## src/hdl/micin_pkg.sv

```systemverilog
package micin_pkg;

    // Register addresses (seven-bit register index of the control word).
    localparam logic [6:0] ADDR_POWER_ONE     = 7'h01;
    localparam logic [6:0] ADDR_POWER_TWO     = 7'h02;
    localparam logic [6:0] ADDR_LEVEL_ONE     = 7'h20;
    localparam logic [6:0] ADDR_INPUT_ROUTING = 7'h2c;
    localparam logic [6:0] ADDR_INPUT_GAIN    = 7'h2d;

    localparam int REG_W  = 9;
    localparam int ADDR_W = 7;
    localparam int WORD_W = 16;

    // Field positions.
    localparam int POS_MIC_BIT     = 0;
    localparam int NEG_MIC_BIT     = 1;
    localparam int AUX_AMP_BIT     = 2;
    localparam int AUX_MODE_BIT    = 3;
    localparam int AMP_EN_BIT      = 2;
    localparam int AUX_EN_BIT      = 6;
    localparam int LEVEL_SEL_BIT   = 8;
    localparam int ZC_BIT          = 7;
    localparam int MUTE_BIT        = 6;
    localparam int GAIN_MSB        = 5;
    localparam int GAIN_W          = 6;

    // Reset values.
    localparam logic [8:0] RST_POWER_ONE     = 9'h000;
    localparam logic [8:0] RST_POWER_TWO     = 9'h000;
    localparam logic [8:0] RST_LEVEL_ONE     = 9'h000;
    localparam logic [8:0] RST_INPUT_ROUTING = 9'h002;
    localparam logic [8:0] RST_INPUT_GAIN    = 9'h050;

    // One decoded register write.
    typedef struct packed {
        logic             valid;
        logic [6:0]       addr;
        logic [8:0]       data;
    } micin_wr_t;

    // Switch and gain settings driven into the analogue path.
    typedef struct packed {
        logic             pos_mic_to_amp_sel;
        logic             neg_mic_to_amp_sel;
        logic             aux_to_amp_sel;
        logic             input_amp_enable;
        logic             input_amp_mute;
        logic             aux_amp_enable;
        logic             aux_amp_mode;
        logic             aux_bypass_switch;
        logic             level_control_select;
        logic [5:0]       input_amp_gain_code;
    } micin_ctrl_t;

    typedef enum logic [1:0] {
        SER_IDLE,
        SER_SHIFT,
        SER_DONE
    } micin_ser_state_t;

endpackage : micin_pkg

```

## src/hdl/micin_path_ctrl.sv

```systemverilog
`timescale 1ns/100ps
`default_nettype none

// Summary of operation
// (RULE_01) Routing bit 0 picks positive mic pin, else mid-rail, for non-inverting input.
// (RULE_02) Routing bit 1 connects negative mic pin to inverting input; resets set.
// (RULE_03) Routing bit 2 connects aux amplifier output to inverting input.
// (RULE_04) Power-two bit 2 enables the input gain amplifier.
// (RULE_05) Six-bit gain code, 0.75dB steps, resets to 010000 (0dB).
// (RULE_06) One common gain code drives all selected input paths.
// (RULE_07) Gain bit 7 defers new gain to the first zero crossing.
// (RULE_08) Gain bit 6 mutes amplifier and isolates boost stage; resets set.
// (RULE_09) Level-control bit 8 hands gain to the automatic level control.
// (RULE_10) Power-one bit 6 switches the auxiliary amplifier on.
// (RULE_11) Routing bit 3 selects mixer mode, closing the aux bypass switch.
// (RULE_12) Registers written serially; mode pin picks three-wire or two-wire target.
// (RULE_13) Fields hold until rewritten; outputs follow them on the clock.
module micin_path_ctrl #(
    parameter logic [6:0] DEV_ADDR = 7'h1a
) (
    // Clock and reset
    input  wire logic                 clk_i,
    input  wire logic                 sys_rst_i,
    // Serial control interface
    input  wire logic                 mode_three_wire_i,
    input  wire logic                 sclk_i,
    input  wire logic                 sdin_i,
    input  wire logic                 csb_i,
    output logic                      sdin_oe_o,
    output logic                      sdin_o,
    // Analogue path status
    input  wire logic                 zero_cross_i,
    input  wire logic [5:0]           level_gain_i,
    // Analogue path controls
    output micin_pkg::micin_ctrl_t    ctrl_o,
    output logic [5:0]                applied_gain_o
);

    logic                       sclk_d_reg, sclk_d_next;
    logic                       sdin_d_reg, sdin_d_next;
    logic                       csb_d_reg, csb_d_next;
    logic [15:0]                shift_reg, shift_next;
    logic [4:0]                 cnt_reg, cnt_next;
    logic [1:0]                 byte_idx_reg, byte_idx_next;
    logic                       ack_reg, ack_next;
    micin_pkg::micin_ser_state_t st_reg, st_next;
    micin_pkg::micin_wr_t       wr_reg, wr_next;

    logic [8:0]                 pwr1_reg, pwr1_next;
    logic [8:0]                 pwr2_reg, pwr2_next;
    logic [8:0]                 lvl1_reg, lvl1_next;
    logic [8:0]                 route_reg, route_next;
    logic [8:0]                 gain_reg, gain_next;
    logic                       zc_pend_reg, zc_pend_next;
    logic [5:0]                 active_gain_reg, active_gain_next;
    micin_pkg::micin_ctrl_t     ctrl_reg, ctrl_next;
    logic [5:0]                 applied_reg, applied_next;

    logic                       sclk_rise;
    logic                       start_cond;
    logic                       stop_cond;

    assign sclk_rise  = sclk_i & ~sclk_d_reg;
    assign start_cond = ~mode_three_wire_i & sclk_i & sclk_d_reg & sdin_d_reg & ~sdin_i;
    assign stop_cond  = ~mode_three_wire_i & sclk_i & sclk_d_reg & ~sdin_d_reg & sdin_i;

    // Serial receiver. Three-wire: 16 bits shifted while chip select is low, latched on
    // its rising edge. Two-wire: start, address byte, two data bytes, each acknowledged.
    always_comb begin
        sclk_d_next   = sclk_i;
        sdin_d_next   = sdin_i;
        csb_d_next    = csb_i;
        shift_next    = shift_reg;
        cnt_next      = cnt_reg;
        byte_idx_next = byte_idx_reg;
        ack_next      = ack_reg;
        st_next       = st_reg;
        wr_next       = '0;
        // (RULE_12) mode pin select
        if (mode_three_wire_i) begin
            ack_next = 1'b0;
            if (!csb_i && sclk_rise) begin
                shift_next = {shift_reg[14:0], sdin_i};
            end
            if (csb_i && !csb_d_reg) begin
                wr_next.valid = 1'b1;
                wr_next.addr  = shift_reg[15:9];
                wr_next.data  = shift_reg[8:0];
            end
            st_next = micin_pkg::SER_IDLE;
        end else if (start_cond) begin
            st_next       = micin_pkg::SER_SHIFT;
            cnt_next      = 5'h00;
            byte_idx_next = 2'h0;
            ack_next      = 1'b0;
        end else if (stop_cond) begin
            st_next  = micin_pkg::SER_IDLE;
            ack_next = 1'b0;
        end else begin
            case (st_reg)
                micin_pkg::SER_IDLE: begin
                    ack_next = 1'b0;
                end
                micin_pkg::SER_SHIFT: begin
                    if (sclk_rise) begin
                        if (cnt_reg == 5'h08) begin
                            cnt_next = 5'h00;
                            if (byte_idx_reg == 2'h0 && shift_reg[7:1] != DEV_ADDR) begin
                                st_next = micin_pkg::SER_IDLE;
                            end else if (byte_idx_reg == 2'h2) begin
                                wr_next.valid = 1'b1;
                                wr_next.addr  = shift_reg[15:9];
                                wr_next.data  = shift_reg[8:0];
                                st_next       = micin_pkg::SER_DONE;
                            end
                            byte_idx_next = byte_idx_reg + 2'h1;
                        end else begin
                            shift_next = {shift_reg[14:0], sdin_i};
                            cnt_next   = cnt_reg + 5'h01;
                        end
                    end
                    if (!sclk_i && sclk_d_reg) begin
                        ack_next = (cnt_reg == 5'h08) &&
                                   (byte_idx_reg != 2'h0 || shift_reg[7:1] == DEV_ADDR);
                    end
                end
                micin_pkg::SER_DONE: begin
                    if (!sclk_i && sclk_d_reg) begin
                        ack_next = 1'b0;
                    end
                end
                default: begin
                    st_next = micin_pkg::SER_IDLE;
                end
            endcase
        end
    end

    always_ff @(posedge clk_i) begin
        if (sys_rst_i) begin
            sclk_d_reg   <= 1'b0;
            sdin_d_reg   <= 1'b1;
            csb_d_reg    <= 1'b1;
            shift_reg    <= 16'h0000;
            cnt_reg      <= 5'h00;
            byte_idx_reg <= 2'h0;
            ack_reg      <= 1'b0;
            st_reg       <= micin_pkg::SER_IDLE;
            wr_reg       <= '0;
        end else begin
            sclk_d_reg   <= sclk_d_next;
            sdin_d_reg   <= sdin_d_next;
            csb_d_reg    <= csb_d_next;
            shift_reg    <= shift_next;
            cnt_reg      <= cnt_next;
            byte_idx_reg <= byte_idx_next;
            ack_reg      <= ack_next;
            st_reg       <= st_next;
            wr_reg       <= wr_next;
        end
    end

    // Register file; unused bits are stored so that a later readback path can show them.
    always_comb begin
        pwr1_next  = pwr1_reg;
        pwr2_next  = pwr2_reg;
        lvl1_next  = lvl1_reg;
        route_next = route_reg;
        gain_next  = gain_reg;
        // (RULE_13) hold until rewritten
        if (wr_reg.valid) begin
            case (wr_reg.addr)
                micin_pkg::ADDR_POWER_ONE:     pwr1_next  = wr_reg.data;
                micin_pkg::ADDR_POWER_TWO:     pwr2_next  = wr_reg.data;
                micin_pkg::ADDR_LEVEL_ONE:     lvl1_next  = wr_reg.data;
                micin_pkg::ADDR_INPUT_ROUTING: route_next = wr_reg.data;
                micin_pkg::ADDR_INPUT_GAIN:    gain_next  = wr_reg.data;
                default: begin
                end
            endcase
        end
    end

    // Gain application. Zero-cross mode holds the new code until the first crossing,
    // which avoids audible zipper steps; a later write before it simply replaces it.
    always_comb begin
        zc_pend_next     = zc_pend_reg;
        active_gain_next = active_gain_reg;
        if (wr_reg.valid && wr_reg.addr == micin_pkg::ADDR_INPUT_GAIN) begin
            // (RULE_07) immediate or deferred
            if (wr_reg.data[micin_pkg::ZC_BIT]) begin
                zc_pend_next = 1'b1;
            end else begin
                zc_pend_next     = 1'b0;
                active_gain_next = wr_reg.data[5:0];
            end
        end else if (zc_pend_reg && zero_cross_i) begin
            // (RULE_07) apply at crossing
            zc_pend_next     = 1'b0;
            active_gain_next = gain_reg[5:0];
        end else if (!gain_reg[micin_pkg::ZC_BIT]) begin
            zc_pend_next     = 1'b0;
            active_gain_next = gain_reg[5:0];
        end
    end

    always_comb begin
        ctrl_next = '0;
        // (RULE_01) positive input source
        ctrl_next.pos_mic_to_amp_sel   = route_reg[micin_pkg::POS_MIC_BIT];
        // (RULE_02) negative mic switch
        ctrl_next.neg_mic_to_amp_sel   = route_reg[micin_pkg::NEG_MIC_BIT];
        // (RULE_03) aux to inverting input
        ctrl_next.aux_to_amp_sel       = route_reg[micin_pkg::AUX_AMP_BIT];
        // (RULE_04) amplifier enable
        ctrl_next.input_amp_enable     = pwr2_reg[micin_pkg::AMP_EN_BIT];
        // (RULE_08) mute and isolate
        ctrl_next.input_amp_mute       = gain_reg[micin_pkg::MUTE_BIT];
        // (RULE_10) aux amplifier power
        ctrl_next.aux_amp_enable       = pwr1_reg[micin_pkg::AUX_EN_BIT];
        // (RULE_11) buffer or mixer mode
        ctrl_next.aux_amp_mode         = route_reg[micin_pkg::AUX_MODE_BIT];
        ctrl_next.aux_bypass_switch    = route_reg[micin_pkg::AUX_MODE_BIT];
        // (RULE_09) level control owns gain
        ctrl_next.level_control_select = lvl1_reg[micin_pkg::LEVEL_SEL_BIT];
        // (RULE_05) stored gain code
        ctrl_next.input_amp_gain_code  = gain_reg[5:0];
        // (RULE_06) one common gain
        applied_next = lvl1_reg[micin_pkg::LEVEL_SEL_BIT] ? level_gain_i : active_gain_reg;
    end

    always_ff @(posedge clk_i) begin
        if (sys_rst_i) begin
            pwr1_reg        <= micin_pkg::RST_POWER_ONE;
            pwr2_reg        <= micin_pkg::RST_POWER_TWO;
            lvl1_reg        <= micin_pkg::RST_LEVEL_ONE;
            route_reg       <= micin_pkg::RST_INPUT_ROUTING;
            gain_reg        <= micin_pkg::RST_INPUT_GAIN;
            zc_pend_reg     <= 1'b0;
            active_gain_reg <= micin_pkg::RST_INPUT_GAIN[5:0];
            ctrl_reg        <= '0;
            applied_reg     <= micin_pkg::RST_INPUT_GAIN[5:0];
            sdin_oe_o       <= 1'b0;
            sdin_o          <= 1'b0;
        end else begin
            pwr1_reg        <= pwr1_next;
            pwr2_reg        <= pwr2_next;
            lvl1_reg        <= lvl1_next;
            route_reg       <= route_next;
            gain_reg        <= gain_next;
            zc_pend_reg     <= zc_pend_next;
            active_gain_reg <= active_gain_next;
            ctrl_reg        <= ctrl_next;
            applied_reg     <= applied_next;
            sdin_oe_o       <= ack_next;
            sdin_o          <= 1'b0;
        end
    end

    assign ctrl_o         = ctrl_reg;
    assign applied_gain_o = applied_reg;

endmodule : micin_path_ctrl

`default_nettype wire

```

## config.mk

```make
export PLATFORM = sky130hd
export DESIGN_NAME = micin_path_ctrl
export DESIGN_NICKNAME = d
export VERILOG_FILES = /design/src/hdl/micin_pkg.sv /design/src/hdl/micin_path_ctrl.sv
export SDC_FILE = /design/constraint.sdc
export NUM_CORES = 1
export LEC_CHECK = 0
export BUFFER_PORTS_ARGS = -buffer_cell sky130_fd_sc_hd__buf_4
export CAP_MARGIN = 5
export CORE_MARGIN = 5
export CORE_UTILIZATION = 50
export CTS_CLUSTER_SIZE = 14
export DETAILED_ROUTE_END_ITERATION = 6
export HOLD_SLACK_MARGIN = 0.03
export PLACE_DENSITY = 0.7
export SLEW_MARGIN = 15
export SYNTH_ARGS = -nofsm -noshare
export SYNTH_HDL_FRONTEND = slang
export SYNTH_SLANG_ARGS = --single-unit
export TNS_END_PERCENT = 10
```

## constraint.sdc

```tcl
create_clock -name clk_i -period 2.45 [get_ports clk_i]
set_clock_uncertainty 0.2 [all_clocks]
set_input_delay 0.1225 -clock clk_i [delete_from_list [all_inputs] [get_ports clk_i]]
set_output_delay 0.1225 -clock clk_i [all_outputs]
set_load 0.02 [all_outputs]
```

=== Word level (Yosys, flattened, before mapping) ===
Cells that the tools add are included.

* Memory bits (read-only): 0
* Memories kept: 0
* Output and inout bits: 23
* Input port bits: 13
* Latch bits: 0
* Bits in registers: 104
* Memory bits (writable): 0

* Reduce and logical (&&, ||, !) cells: 35
* Mux-type cells: 45
* Div/mod/pow operators: 0
* Equality and inequality tests: 27
* Bitwise logic cells: 12
* Shifts and indexed selects: 0
* Multiply operators: 0
* $add $sub $neg: 2
* Magnitude comparators: 0

{| class="wikitable"
|+ Operator list
! kind !! number
|-
| $mux W17 || 9
|-
| $mux W16 || 7
|-
| $mux W6 || 5
|-
| $mux W5 || 5
|-
| $eq A7 B6 Y1 const B || 3
|-
| $mux W2 || 9
|-
| $ne A2 B2 Y1 const B || 9
|-
| $reduce_and A2 Y1 || 6
|-
| $reduce_and A4 Y1 || 3
|-
| $reduce_bool A2 Y1 || 6
|-
| $mux W1 || 8
|-
| $ne A4 B4 Y1 const B || 2
|-
| $and A1 B1 Y1 || 7
|-
| $eq A7 B1 Y1 const B || 1
|-
| $eq A7 B2 Y1 const B || 1
|-
| $eq A7 B5 Y1 const B || 1
|-
| $logic_and A1 B1 Y1 || 7
|-
| $ne A7 B5 Y1 const B || 1
|-
| $ne A3 B1 Y1 const B || 2
|-
| $reduce_and A6 Y1 || 1
|-
| $add A5 B1 Y5 const B || 1
|-
| $eq A5 B4 Y1 const B || 1
|-
| $ne A5 B5 Y1 const B || 1
|-
| $not A1 Y1 || 5
|-
| 15 further kinds || 20
|}

=== Logic depth before layout (Yosys ltp) ===
Gate-level depths: netlist of run 1.

* Word-level depth: 9
* Gate-level depth with buffers: 8
* Depth with buffers taken out: 7

=== Least setup slack after synthesis of run 1 ===
Ideal clock, no wire load.

* Kind: register to register
* From: register cnt_reg[0]
* To: register shift_reg[0]
* Stages on the path, launching flop included: 9
* Slack: 0.600 ns
* Data arrival time: 1.522 ns
* Library setup time: 0.128 ns
* Path through: dfxtp_1 -> inv_1 -> ha_1 -> nand4bb_1 -> a21oi_2 -> nor2_4 -> buf_2 -> mux2i_1 -> nor2_1

* Longest elaborated chain between the ends: 3

{| class="wikitable"
|+ Ends and longest elaborated chain
! what !! RTL line !! text
|-
| from (decl) || micin_path_ctrl.sv:43 || <nowiki>logic [4:0] cnt_reg, cnt_next;</nowiki>
|-
| from (signal assigned) || micin_path_ctrl.sv:155 || <nowiki>cnt_reg <= cnt_next;</nowiki>
|-
| $eq A5 B4 Y1 || micin_path_ctrl.sv:106 || <nowiki>if (cnt_reg == 5'h08) begin</nowiki>
|-
| $ne A2 B2 Y1 (no line) || n/a ||
|-
| $reduce_and A6 Y1 (no line) || n/a ||
|-
| to (signal assigned) || micin_path_ctrl.sv:154 || <nowiki>shift_reg <= shift_next;</nowiki>
|-
| to (decl) || micin_path_ctrl.sv:42 || <nowiki>logic [15:0] shift_reg, shift_next;</nowiki>
|}

Every way passes these cells.
A chain may end at the register's enable or synchronous reset.

=== Worst setup path after layout of run 1 ===
* From: register cnt_reg[0]
* To: register shift_reg[15]

Same word-level chain as after synthesis.

==> results of run 1 <==
cell type report:
| cell class | instances | area share (%) |
|---|---|---|
| Clock inverter | 4 | 0.760 |
| Timing Repair Buffer | 46 | 9.78 |
| Tap cell | 77 | 2.54 |
| Clock buffer | 12 | 4.10 |
| Inverter | 8 | 0.793 |
| Multi-Input combinational cell | 205 | 35.5 |
| Sequential cell | 88 | 46.5 |
critical path: stages, from the launching register on:
cell       delay [ns]
dfxtp_1          0.37
inv_1            0.08
ha_1             0.19
nand4bb_1        0.18
a21oi_2          0.15
nor2_4           0.38
mux2i_1          0.24
nor2_1           0.05
cell families (layout without fill, tap and decap cells):
| logic type | count (synthesis) | in the layout |
|---|---|---|
| AOI/OAI and AO/OA | 41 | 41 |
| xor gates and xnor gates | 6 | 6 |
| adders and majority gates | 5 | 5 |
| buffers and inverters | 23 | 70 |
| DFF | 88 | 88 |
| muxes | 27 | 27 |
| other | 1 | 1 |
| and+or+nand+nor | 125 | 125 |
cell usage in the layout, fill, tap and decap left out, types with 10 or more instances in the layout:
cell	netlist	layout
nand2_1	13	13
a21oi_1	11	11
buf_4	2	36
mux2i_1	27	27
clkbuf_8	0	11
dlygate4sd3_1	0	10
nor2_1	44	44
and2_1	17	17
dfxtp_1	88	88
nor2b_1	23	23
metrics by stage:
stage / cells / utilization, % / hold slack, ns / setup WS (ns)
2_1_floorplan: 316 / - / 0.0291 / 0.600
3_3_place_gp: 414 / 55.5 / 0.133 / 0.483
3_5_place_dp: 414 / 55.5 / 0.136 / 0.474
4_1_cts: 440 / 60.0 / 0.0883 / 0.461
5_1_grt: 440 / 60.0 / 0.113 / 0.317
6_report: 440 / 60.0 / 0.0891 / 0.467
metal layers:
metal  part of all wire, %  track usage (%)  vias up
met5                     0                0        -
met3                   4.0             3.42       13
li1                      -                -     1140
met1                    48             19.1      969
met4                   2.9             9.43        0
met2                    45             21.9       37
how the worst min path moves through the flow:
| stage | slack [ns] | from | to |
|---|---|---|---|
| 4_1_cts | 0.09 | sys_rst_i | route_reg[0] |
| 3_5_place_dp | 0.14 | level_gain_i[4] | applied_gain_o[4] |
| 3_3_place_gp | 0.13 | level_gain_i[4] | applied_gain_o[4] |
| 2_1_floorplan | 0.03 | csb_i | csb_d_reg |
| 5_1_grt | 0.11 | sys_rst_i | route_reg[0] |
| 6_report | 0.09 | sys_rst_i | route_reg[0] |
power breakdown:
| part | switching, mW | leakage [nW] | internal, mW |
|---|---|---|---|
| logic | 0.0502 | 0.662 | 0.0383 |
| clock network | 0.485 | 0.0886 | 0.424 |
| registers | 0.00365 | 0.711 | 1.44 |
| total | 0.539 | 1.46 | 1.90 |
timing repair:
action,4_1_cts,5_1_grt
hold endpoints to repair,16,0
setup endpoints to repair,0,0
hold buffers,10,0
==> impl_metrics.py, run 1 <==
metrics = {
    "clock_network": {
        "cts_made_buffers": 9,
        "cts.sinks": 88,
        "worst_skew_pair.late_latency_ns": 0.35,
        "cts_tree": "done",
        "clkTransAtPathRegs_ns": 0.08,
        "cts_max_path_buffers": 2,
        "htreeDepth": 3,
        "cts_setup_buffers": 0,
        "cts_root_buf": "clkbuf_8",
        "ctsResizeCount": 0,
    },
    "sta": {
        "fin_crit_ns": 1.98,
        "worst_slew_pin_slew_ns": 0.703,
        "fin_setup_tns_ns": 0,
        "fin_crit_sh_pct": 81.0,
        "maxSlewHeadroom_pct": 53.1,
        "clock.fmax_mhz": 504,
        "rsz0062_at_grt": "no",
        "setup_violations": 0,
        "slew_violations": 0,
        "hold_viol_final": 0,
    },
    "job": {
        "maxCapViolations": 0,
    },
    "route": {
        "drc_errors": 0,
        "drt_iter0_markers": 63,
        "ant_nets": 0,
        "drt-total-wl_um": 5540,
        "dr.pass1.iters": 4,
        "routedWlPerCell_um": 12.6,
        "viasPerCell": 4.91,
        "vias": 2159,
    },
    "layout": {
        "post-route-cell-area_sq_um": 3790,
        "nets": 375,
        "syn_to_final_growth_pct": 17.9,
        "layout-drive-gt1-share_pct": 16.8,
        "multiInputGateArea_sq_um": 1350,
        "n_fill_cell": 551,
        "regArea_sq_um": 1760,
        "largest_reg_flops": 17,
        "n_antenna_cell": 0,
    },
    "yosys": {
        "yosys.area_share.simple_pct": 21.4,
        "synth_ff_type": "dfxtp_1",
        "yosys.cell_types.count": 45,
        "synthAdderAreaFrac_pct": 1.87,
        "synth_top_family_by_area": "simple AND/OR/NAND/NOR gates",
        "seq_area_frac_synth_pct": 54.9,
        "synthXorXnorAreaFrac_pct": 1.64,
        "netlist_area_sq_um": 3210,
        "yosysTopAreaCell": "dfxtp_1",
        "ys_ff_latch": 88,
        "synth_most_common_cell": "dfxtp_1",
        "synth_fp_nets": 333,
        "netlist_instances": 316,
        "synth_area_leaders": "dfxtp_1, mux2i_1, nor2_1",
        "ys_async_sr_fraction_pct": 0,
        "post_synth.cell_area_avg_sq_um": 10.2,
        "synth_compound_area_share_pct": 8.45,
        "synth.top_cells.by_count": "dfxtp_1, nor2_1, mux2i_1",
        "yosys_warnings": 0,
        "synth_edf_count": 0,
        "synthMuxAreaShare_pct": 8.41,
        "netlist.area_leader.share_pct": 54.9,
    },
    "setup_path": {
        "crit_type": "flip-flop to flip-flop",
        "r2r_slack_ns": 0.47,
        "crit_path_end_kind": "flip-flop",
        "crit-reg2reg-capture": "shift_reg[15]",
        "arrival_ns": 2.00,
        "r2r-start": "cnt_reg[0]",
        "endpoint": "shift_reg[15]",
        "worstRegToRegCells": 7,
        "worstSetupStartpointType": "flip-flop",
        "crit_start": "cnt_reg[0]",
        "cp_max_fo": 16,
        "cp.required_ns": 2.46,
    },
    "floorplan": {
        "die-area_sq_um": 8130,
        "start_util_pct": 50.9,
        "die_h_um": 90.1,
        "ios": 36,
        "die_x_um": 90.1,
        "rows": 29,
        "core-area_sq_um": 6310,
    },
    "global_route": {
        "grt_max_degree": 69,
        "grt_pass1_wl_um": 9820,
        "grt_use_total_pct": 14.7,
        "antenna_found_initial": 0,
        "overflow": 0,
        "grt_pass1_vias": 2067,
    },
    "placed_design": {
        "placed_cell_area_sq_um": 3500,
        "gp_congestion": 0.816,
        "hpwl_um": 3680,
        "io_buffers": 34,
    },
    "power_and_ir_drop": {
        "power.density_nw_per_um2": 643,
        "p_leak_nw": 1.46,
        "vdd_drop_max_uv": 404,
        "total_power_mw": 2.44,
    },
    "run_status": {
        "status": "finished clean",
    },
    "worst_hold_path": {
        "min_path_type": "input port to flip-flop",
        "holdPathStages": 2,
    },
}
Note: power is estimated with default switching activity, not from simulation.
==> inputs of run 2 (changes only) <==
--- a/config.mk
+++ b/config.mk
@@ -12,7 +12,7 @@
 export CTS_CLUSTER_SIZE = 14
 export DETAILED_ROUTE_END_ITERATION = 6
 export HOLD_SLACK_MARGIN = 0.03
-export PLACE_DENSITY = 0.7
+export PLACE_DENSITY = 0.73
 export SLEW_MARGIN = 15
 export SYNTH_ARGS = -nofsm -noshare
 export SYNTH_HDL_FRONTEND = slang
==> constraint.sdc (replaced) <==
create_clock -name clk_i -period 1.7 [get_ports clk_i]
set_clock_uncertainty 0.2 [all_clocks]
set_input_delay 0.085 -clock clk_i [delete_from_list [all_inputs] [get_ports clk_i]]
set_output_delay 0.085 -clock clk_i [all_outputs]
set_load 0.02 [all_outputs]
==> run 2 against run 1 <==
The run now ends with setup timing left. Via count grew 9.6%. Flip-flop and latch count unchanged. Clock power grew 76%. Highest routed layer unchanged. Global-route usage is 1.5 points higher.
==> impl_metrics.py, run 2 (synthesis gave the netlist of run 1 again) <==
metrics = {
    "run_status": {
        "status": "finished with violations",
        "violations": "setup timing",
    },
    "global_route": {
        "overflow": 0,
        "antenna_found_initial": 0,
        "grt_pass1_wl_um": 10800,
        "grt_pass1_vias": 2353,
        "grt_max_degree": 31,
        "grt_use_total_pct": 16.2,
    },
    "floorplan": {
        "die_x_um": 90.1,
        "core-area_sq_um": 6310,
        "rows": 29,
        "die-area_sq_um": 8130,
        "die_h_um": 90.1,
        "ios": 36,
        "start_util_pct": 50.9,
    },
    "route": {
        "drc_errors": 0,
        "dr.pass1.iters": 4,
        "drt_iter0_markers": 151,
        "routedWlPerCell_um": 13.8,
        "vias": 2366,
        "viasPerCell": 4.98,
        "drt-total-wl_um": 6550,
        "ant_nets": 0,
    },
    "layout": {
        "post-route-cell-area_sq_um": 4270,
        "layout-drive-gt1-share_pct": 28.4,
        "fin_util_pct": 67.6,
        "nets": 410,
        "layout_commonest_cell": "dfxtp_1",
        "n_fill_cell": 469,
        "multiInputGateArea_sq_um": 1470,
        "n_antenna_cell": 0,
        "syn_to_final_growth_pct": 32.9,
        "regArea_sq_um": 1770,
        "largest_reg_flops": 17,
        "stdcell_count": 475,
        "layout_common_cells": "dfxtp_1, buf_4, nor2_1",
    },
    "worst_hold_path": {
        "min_path_type": "input port to flip-flop",
        "hp-start": "zero_cross_i",
        "holdPathStages": 5,
        "min_to": "zc_pend_reg",
    },
    "sta": {
        "worst_slew_pin_slew_ns": 1.11,
        "whs_ns": 0.0812,
        "hold_viol_final": 0,
        "setup_violations": 36,
        "clock.fmax_mhz": 533,
        "fin_crit_ns": 1.88,
        "slew_violations": 0,
        "maxSlewHeadroom_pct": 25.4,
        "setup_slack_ns": -0.176,
        "rsz0062_at_grt": "yes",
        "fin_crit_sh_pct": 110,
        "fin_setup_tns_ns": -2.98,
    },
    "placed_design": {
        "gp_congestion": 0.759,
        "io_buffers": 34,
        "hpwl_um": 4050,
        "pre_cts_slack_ns": -0.191,
        "placed_cell_area_sq_um": 3700,
        "placed_cells": 438,
    },
    "clock_network": {
        "cts_root_buf": "clkbuf_8",
        "cts_made_buffers": 9,
        "cts.sinks": 88,
        "cts_tree": "done",
        "clkTransAtPathRegs_ns": 0.09,
        "worst_skew_pair.late_latency_ns": 0.35,
        "cts_max_path_buffers": 2,
        "htreeDepth": 3,
    },
    "setup_path": {
        "cpMaxStageDelayCell": "or4b_4",
        "worstRegToRegCells": 5,
        "cp.required_ns": 1.79,
        "crit_chain": "or4b_4, o21ai_4, a41oi_4, nor2_4, and2_4",
        "crit_path_end_kind": "flip-flop",
        "crit_path_max_incr_delay_ns": 0.54,
        "r2r-start": "shift_reg[7]",
        "arrival_ns": 1.97,
        "crit_type": "flip-flop to flip-flop",
        "crit-reg2reg-capture": "wr_reg[14]",
        "r2r_slack_ns": -0.18,
        "cp_max_fo": 8,
        "worstSetupStartpointType": "flip-flop",
    },
    "power_and_ir_drop": {
        "total_power_mw": 3.85,
        "p_leak_nw": 1.70,
        "pwr-share-clk_pct": 41.6,
        "power.internal_mw": 3.03,
        "power.density_nw_per_um2": 902,
        "seq_power_share_pct": 53.9,
        "netSwitchingFraction_pct": 21.3,
        "combPwrFrac_pct": 4.6,
        "vdd_drop_max_uv": 618,
        "p_sw_mw": 0.821,
    },
    "job": {
        "maxCapViolations": 0,
    },
}
run 2: changes by cell type in the layout (fill, tap and decap cells not counted), sizes merged, moves of 2 or more:
cell / change
bufinv: +2
buf: +27
dlygate4sd3: +6
clkinvlp: -2
run 2: repair_timing:
item / in CTS / in global routing
pin swaps: 21 / 11
hold buffers: 14 / 2
cloned: 1 / 1
buffers inserted: 3 / 0
resized for setup: 17 / 13
setup endpoints to repair: 39 / 77
endpoints found under the hold margin: 38 / 20
run 2: layout make-up:
cell class              instances  area share [%]
multi-input cells             206            34.5
well taps                      77            2.26
clock inverters                 6            2.14
clock buffers                  10            3.22
inverters                       8           0.704
repair buffers                 80            15.8
flip-flops and latches         88            41.4
run 2: layer usage:
metal	GRT usage [%]	vias to the layer above	share of wire, %
li1	-	1211	-
met1	18.8	1107	44
met2	28.3	43	52
met3	3.51	5	3.6
met4	7.20	0	0.69
met5	0	-	0
run 2: worst max path at each step:
stage / startpoint / to / slack (ns) / cells past startpoint
2_1_floorplan: shift_reg[6] / wr_reg[4] / -0.09 / 6
3_3_place_gp: cnt_reg[0] / byte_idx_reg[1] / -0.13 / 6
3_5_place_dp: cnt_reg[0] / byte_idx_reg[1] / -0.19 / 6
4_1_cts: shift_reg[7] / wr_reg[14] / -0.16 / 5
5_1_grt: shift_reg[7] / wr_reg[15] / -0.23 / 5
6_report: shift_reg[7] / wr_reg[14] / -0.18 / 5
run 2: power groups by stage:
stage                     logic, mW  clock network, mW  registers (mW)
after floorplan              0.0652                  0            2.13
after global placement        0.124                  0            2.12
after detailed placement      0.126                  0            2.12
after CTS                     0.161               1.64            2.07
final                         0.176               1.60            2.07
after global routing          0.189               1.71            2.07
run 2: critical path: cells and delay by family, from the launching register on:
family	cells	cell delay (ns)
compound gates	2	0.36
flops	1	0.33
simple gates	3	0.93
==> inputs of run 3 (changes only) <==
--- a/config.mk
+++ b/config.mk
@@ -7,12 +7,12 @@
 export LEC_CHECK = 0
 export BUFFER_PORTS_ARGS = -buffer_cell sky130_fd_sc_hd__buf_4
 export CAP_MARGIN = 5
-export CORE_MARGIN = 5
-export CORE_UTILIZATION = 50
+export CORE_MARGIN = 2
+export CORE_UTILIZATION = 40
 export CTS_CLUSTER_SIZE = 14
 export DETAILED_ROUTE_END_ITERATION = 6
 export HOLD_SLACK_MARGIN = 0.03
-export PLACE_DENSITY = 0.73
+export PLACE_DENSITY_LB_ADDON = 0.05
 export SLEW_MARGIN = 15
 export SYNTH_ARGS = -nofsm -noshare
 export SYNTH_HDL_FRONTEND = slang
==> run 3 against run 2 <==
Final cell count grew 5.5%. Worst hold slack gained 0.0095 ns. Count of clock-buffer cells in the layout is the same. Highest routed layer unchanged. Via count shrank 2.2%. Cell area is essentially flat. Worst setup slack gained 0.058 ns. Register-to-register slack gained 0.06 ns. Wire length shrank 6.9%. The flow still finishes with violations (setup timing). Sequential power is essentially flat. Fmax grew 3.2%. Core utilization shrank 13 points. Clock power is essentially flat.
==> impl_metrics.py, run 3 (synthesis gave the netlist of run 1 again) <==
metrics = {
    "sta": {
        "setup_slack_ns": -0.118,
        "fin_crit_ns": 1.82,
        "setup_violations": 19,
        "hold_viol_final": 0,
        "fin_crit_sh_pct": 107,
        "clock.fmax_mhz": 550,
        "slew_violations": 0,
        "rsz0062_at_grt": "yes",
    },
    "power_and_ir_drop": {
        "total_power_mw": 3.85,
        "combPwrFrac_pct": 4.0,
        "power.density_nw_per_um2": 903,
        "seq_power_share_pct": 53.9,
        "netSwitchingFraction_pct": 21.6,
        "pwr-share-clk_pct": 42.1,
        "power.internal_mw": 3.02,
        "p_leak_nw": 1.69,
        "p_sw_mw": 0.830,
        "vdd_drop_max_uv": 507,
    },
    "layout": {
        "layout_common_cells": "dfxtp_1, buf_4, nor2_1",
        "layout-drive-gt1-share_pct": 28.8,
        "n_antenna_cell": 0,
        "n_fill_cell": 723,
        "largest_reg_flops": 17,
        "nets": 411,
        "syn_to_final_growth_pct": 32.8,
        "layout_commonest_cell": "dfxtp_1",
    },
    "worst_hold_path": {
        "min_to": "zc_pend_reg",
        "hp-start": "zero_cross_i",
        "holdPathStages": 5,
        "min_path_type": "input port to flip-flop",
    },
    "floorplan": {
        "die_x_um": 93.6,
        "ios": 36,
        "start_util_pct": 41.3,
        "die-area_sq_um": 8760,
        "rows": 32,
        "die_h_um": 93.6,
        "core-area_sq_um": 7770,
    },
    "global_route": {
        "grt_use_total_pct": 15.3,
        "grt_pass1_wl_um": 10400,
        "grt_pass1_vias": 2217,
        "antenna_found_initial": 0,
        "grt_max_degree": 54,
        "overflow": 0,
    },
    "run_status": {
        "violations": "setup timing",
        "status": "finished with violations",
    },
    "setup_path": {
        "crit-reg2reg-capture": "wr_reg[9]",
        "worstSetupStartpointType": "flip-flop",
        "worstRegToRegCells": 6,
        "cp.required_ns": 1.79,
        "arrival_ns": 1.91,
        "crit_type": "flip-flop to flip-flop",
        "r2r-start": "shift_reg[6]",
        "crit_path_end_kind": "flip-flop",
        "cp_max_fo": 15,
        "r2r_slack_ns": -0.12,
    },
    "clock_network": {
        "worst_skew_pair.late_latency_ns": 0.35,
        "cts.sinks": 88,
        "cts_made_buffers": 9,
        "htreeDepth": 3,
        "cts_root_buf": "clkbuf_8",
        "cts_max_path_buffers": 2,
        "cts_tree": "done",
        "clkTransAtPathRegs_ns": 0.09,
    },
    "placed_design": {
        "io_buffers": 34,
        "pre_cts_slack_ns": -0.197,
        "gp_congestion": 0.758,
        "hpwl_um": 4210,
    },
    "route": {
        "drc_errors": 0,
        "vias": 2313,
        "dr.pass1.iters": 4,
        "viasPerCell": 4.62,
        "ant_nets": 0,
        "drt-total-wl_um": 6090,
        "drt_iter0_markers": 50,
        "routedWlPerCell_um": 12.2,
    },
    "job": {
        "maxCapViolations": 0,
    },
}
-- run 3: final cells by class --
type                    count  area [sq um]  area share (%)
well taps                 102           128            2.99
inverters                   8          30.0           0.704
clock buffers              10           138            3.23
repair buffers             82           674            15.8
clock inverters             6          91.3            2.14
flip-flops and latches     88          1770            41.4
multi-input cells         205          1440            33.7
-- run 3: power by group through the flow --
| stage | sequential, mW | clock [mW] | combinational [mW] |
|---|---|---|---|
| after floorplan | 2.13 | 0 | 0.0652 |
| after global placement | 2.12 | 0 | 0.130 |
| after detailed placement | 2.12 | 0 | 0.129 |
| after CTS | 2.07 | 1.68 | 0.155 |
| after global routing | 2.08 | 1.78 | 0.170 |
| final | 2.07 | 1.62 | 0.154 |
-- run 3: critical path: stages, from the launching register on --
cell and delay (ns):
dfxtp_1 0.31, or4b_4 0.54, o21ai_4 0.16, a41oi_2 0.16
nor2_4 0.14, buf_12 0.13, and2_1 0.12
-- run 3: stage by stage --
stage	cells	setup TNS, ns	util [%]	hold WS (ns)	instance area (sq um)
6_report	501	-1.59	54.9	0.0907	4260
2_1_floorplan	316	-1.44	-	-0.00842	3220
5_1_grt	501	-3.27	54.9	0.126	4260
3_5_place_dp	471	-4.65	48.8	0.101	3790
4_1_cts	501	-2.23	54.4	0.0841	4230
3_3_place_gp	471	-3.43	48.8	0.0919	3790
-- run 3: how the worst max path moves through the flow --
stage | from | endpoint | slack (ns) | cells past startpoint
final | shift_reg[6] | wr_reg[9] | -0.12 | 6
after global routing | shift_reg[7] | wr_reg[9] | -0.18 | 6
after CTS | shift_reg[6] | wr_reg[9] | -0.15 | 6
after detailed placement | cnt_reg[0] | byte_idx_reg[1] | -0.20 | 6
after global placement | cnt_reg[0] | byte_idx_reg[1] | -0.16 | 6
after floorplan | shift_reg[6] | wr_reg[4] | -0.09 | 6
-- run 3: routing by layer --
metal / wire (um) / vias up / GRT usage, %
li1: - / 1214 / -
met1: 3030 / 1047 / 21.2
met2: 2770 / 43 / 23.0
met3: 199 / 9 / 3.38
met4: 96 / 0 / 6.52
met5: 0 / - / 0
-- run 3: repair_timing --
action / 4_1_cts / 5_1_grt
buffers inserted: 2 / 0
gates resized for setup: 15 / 7
pin swaps: 5 / 5
hold endpoints to repair: 41 / 0
setup endpoints to repair: 47 / 55
hold buffers: 12 / 0
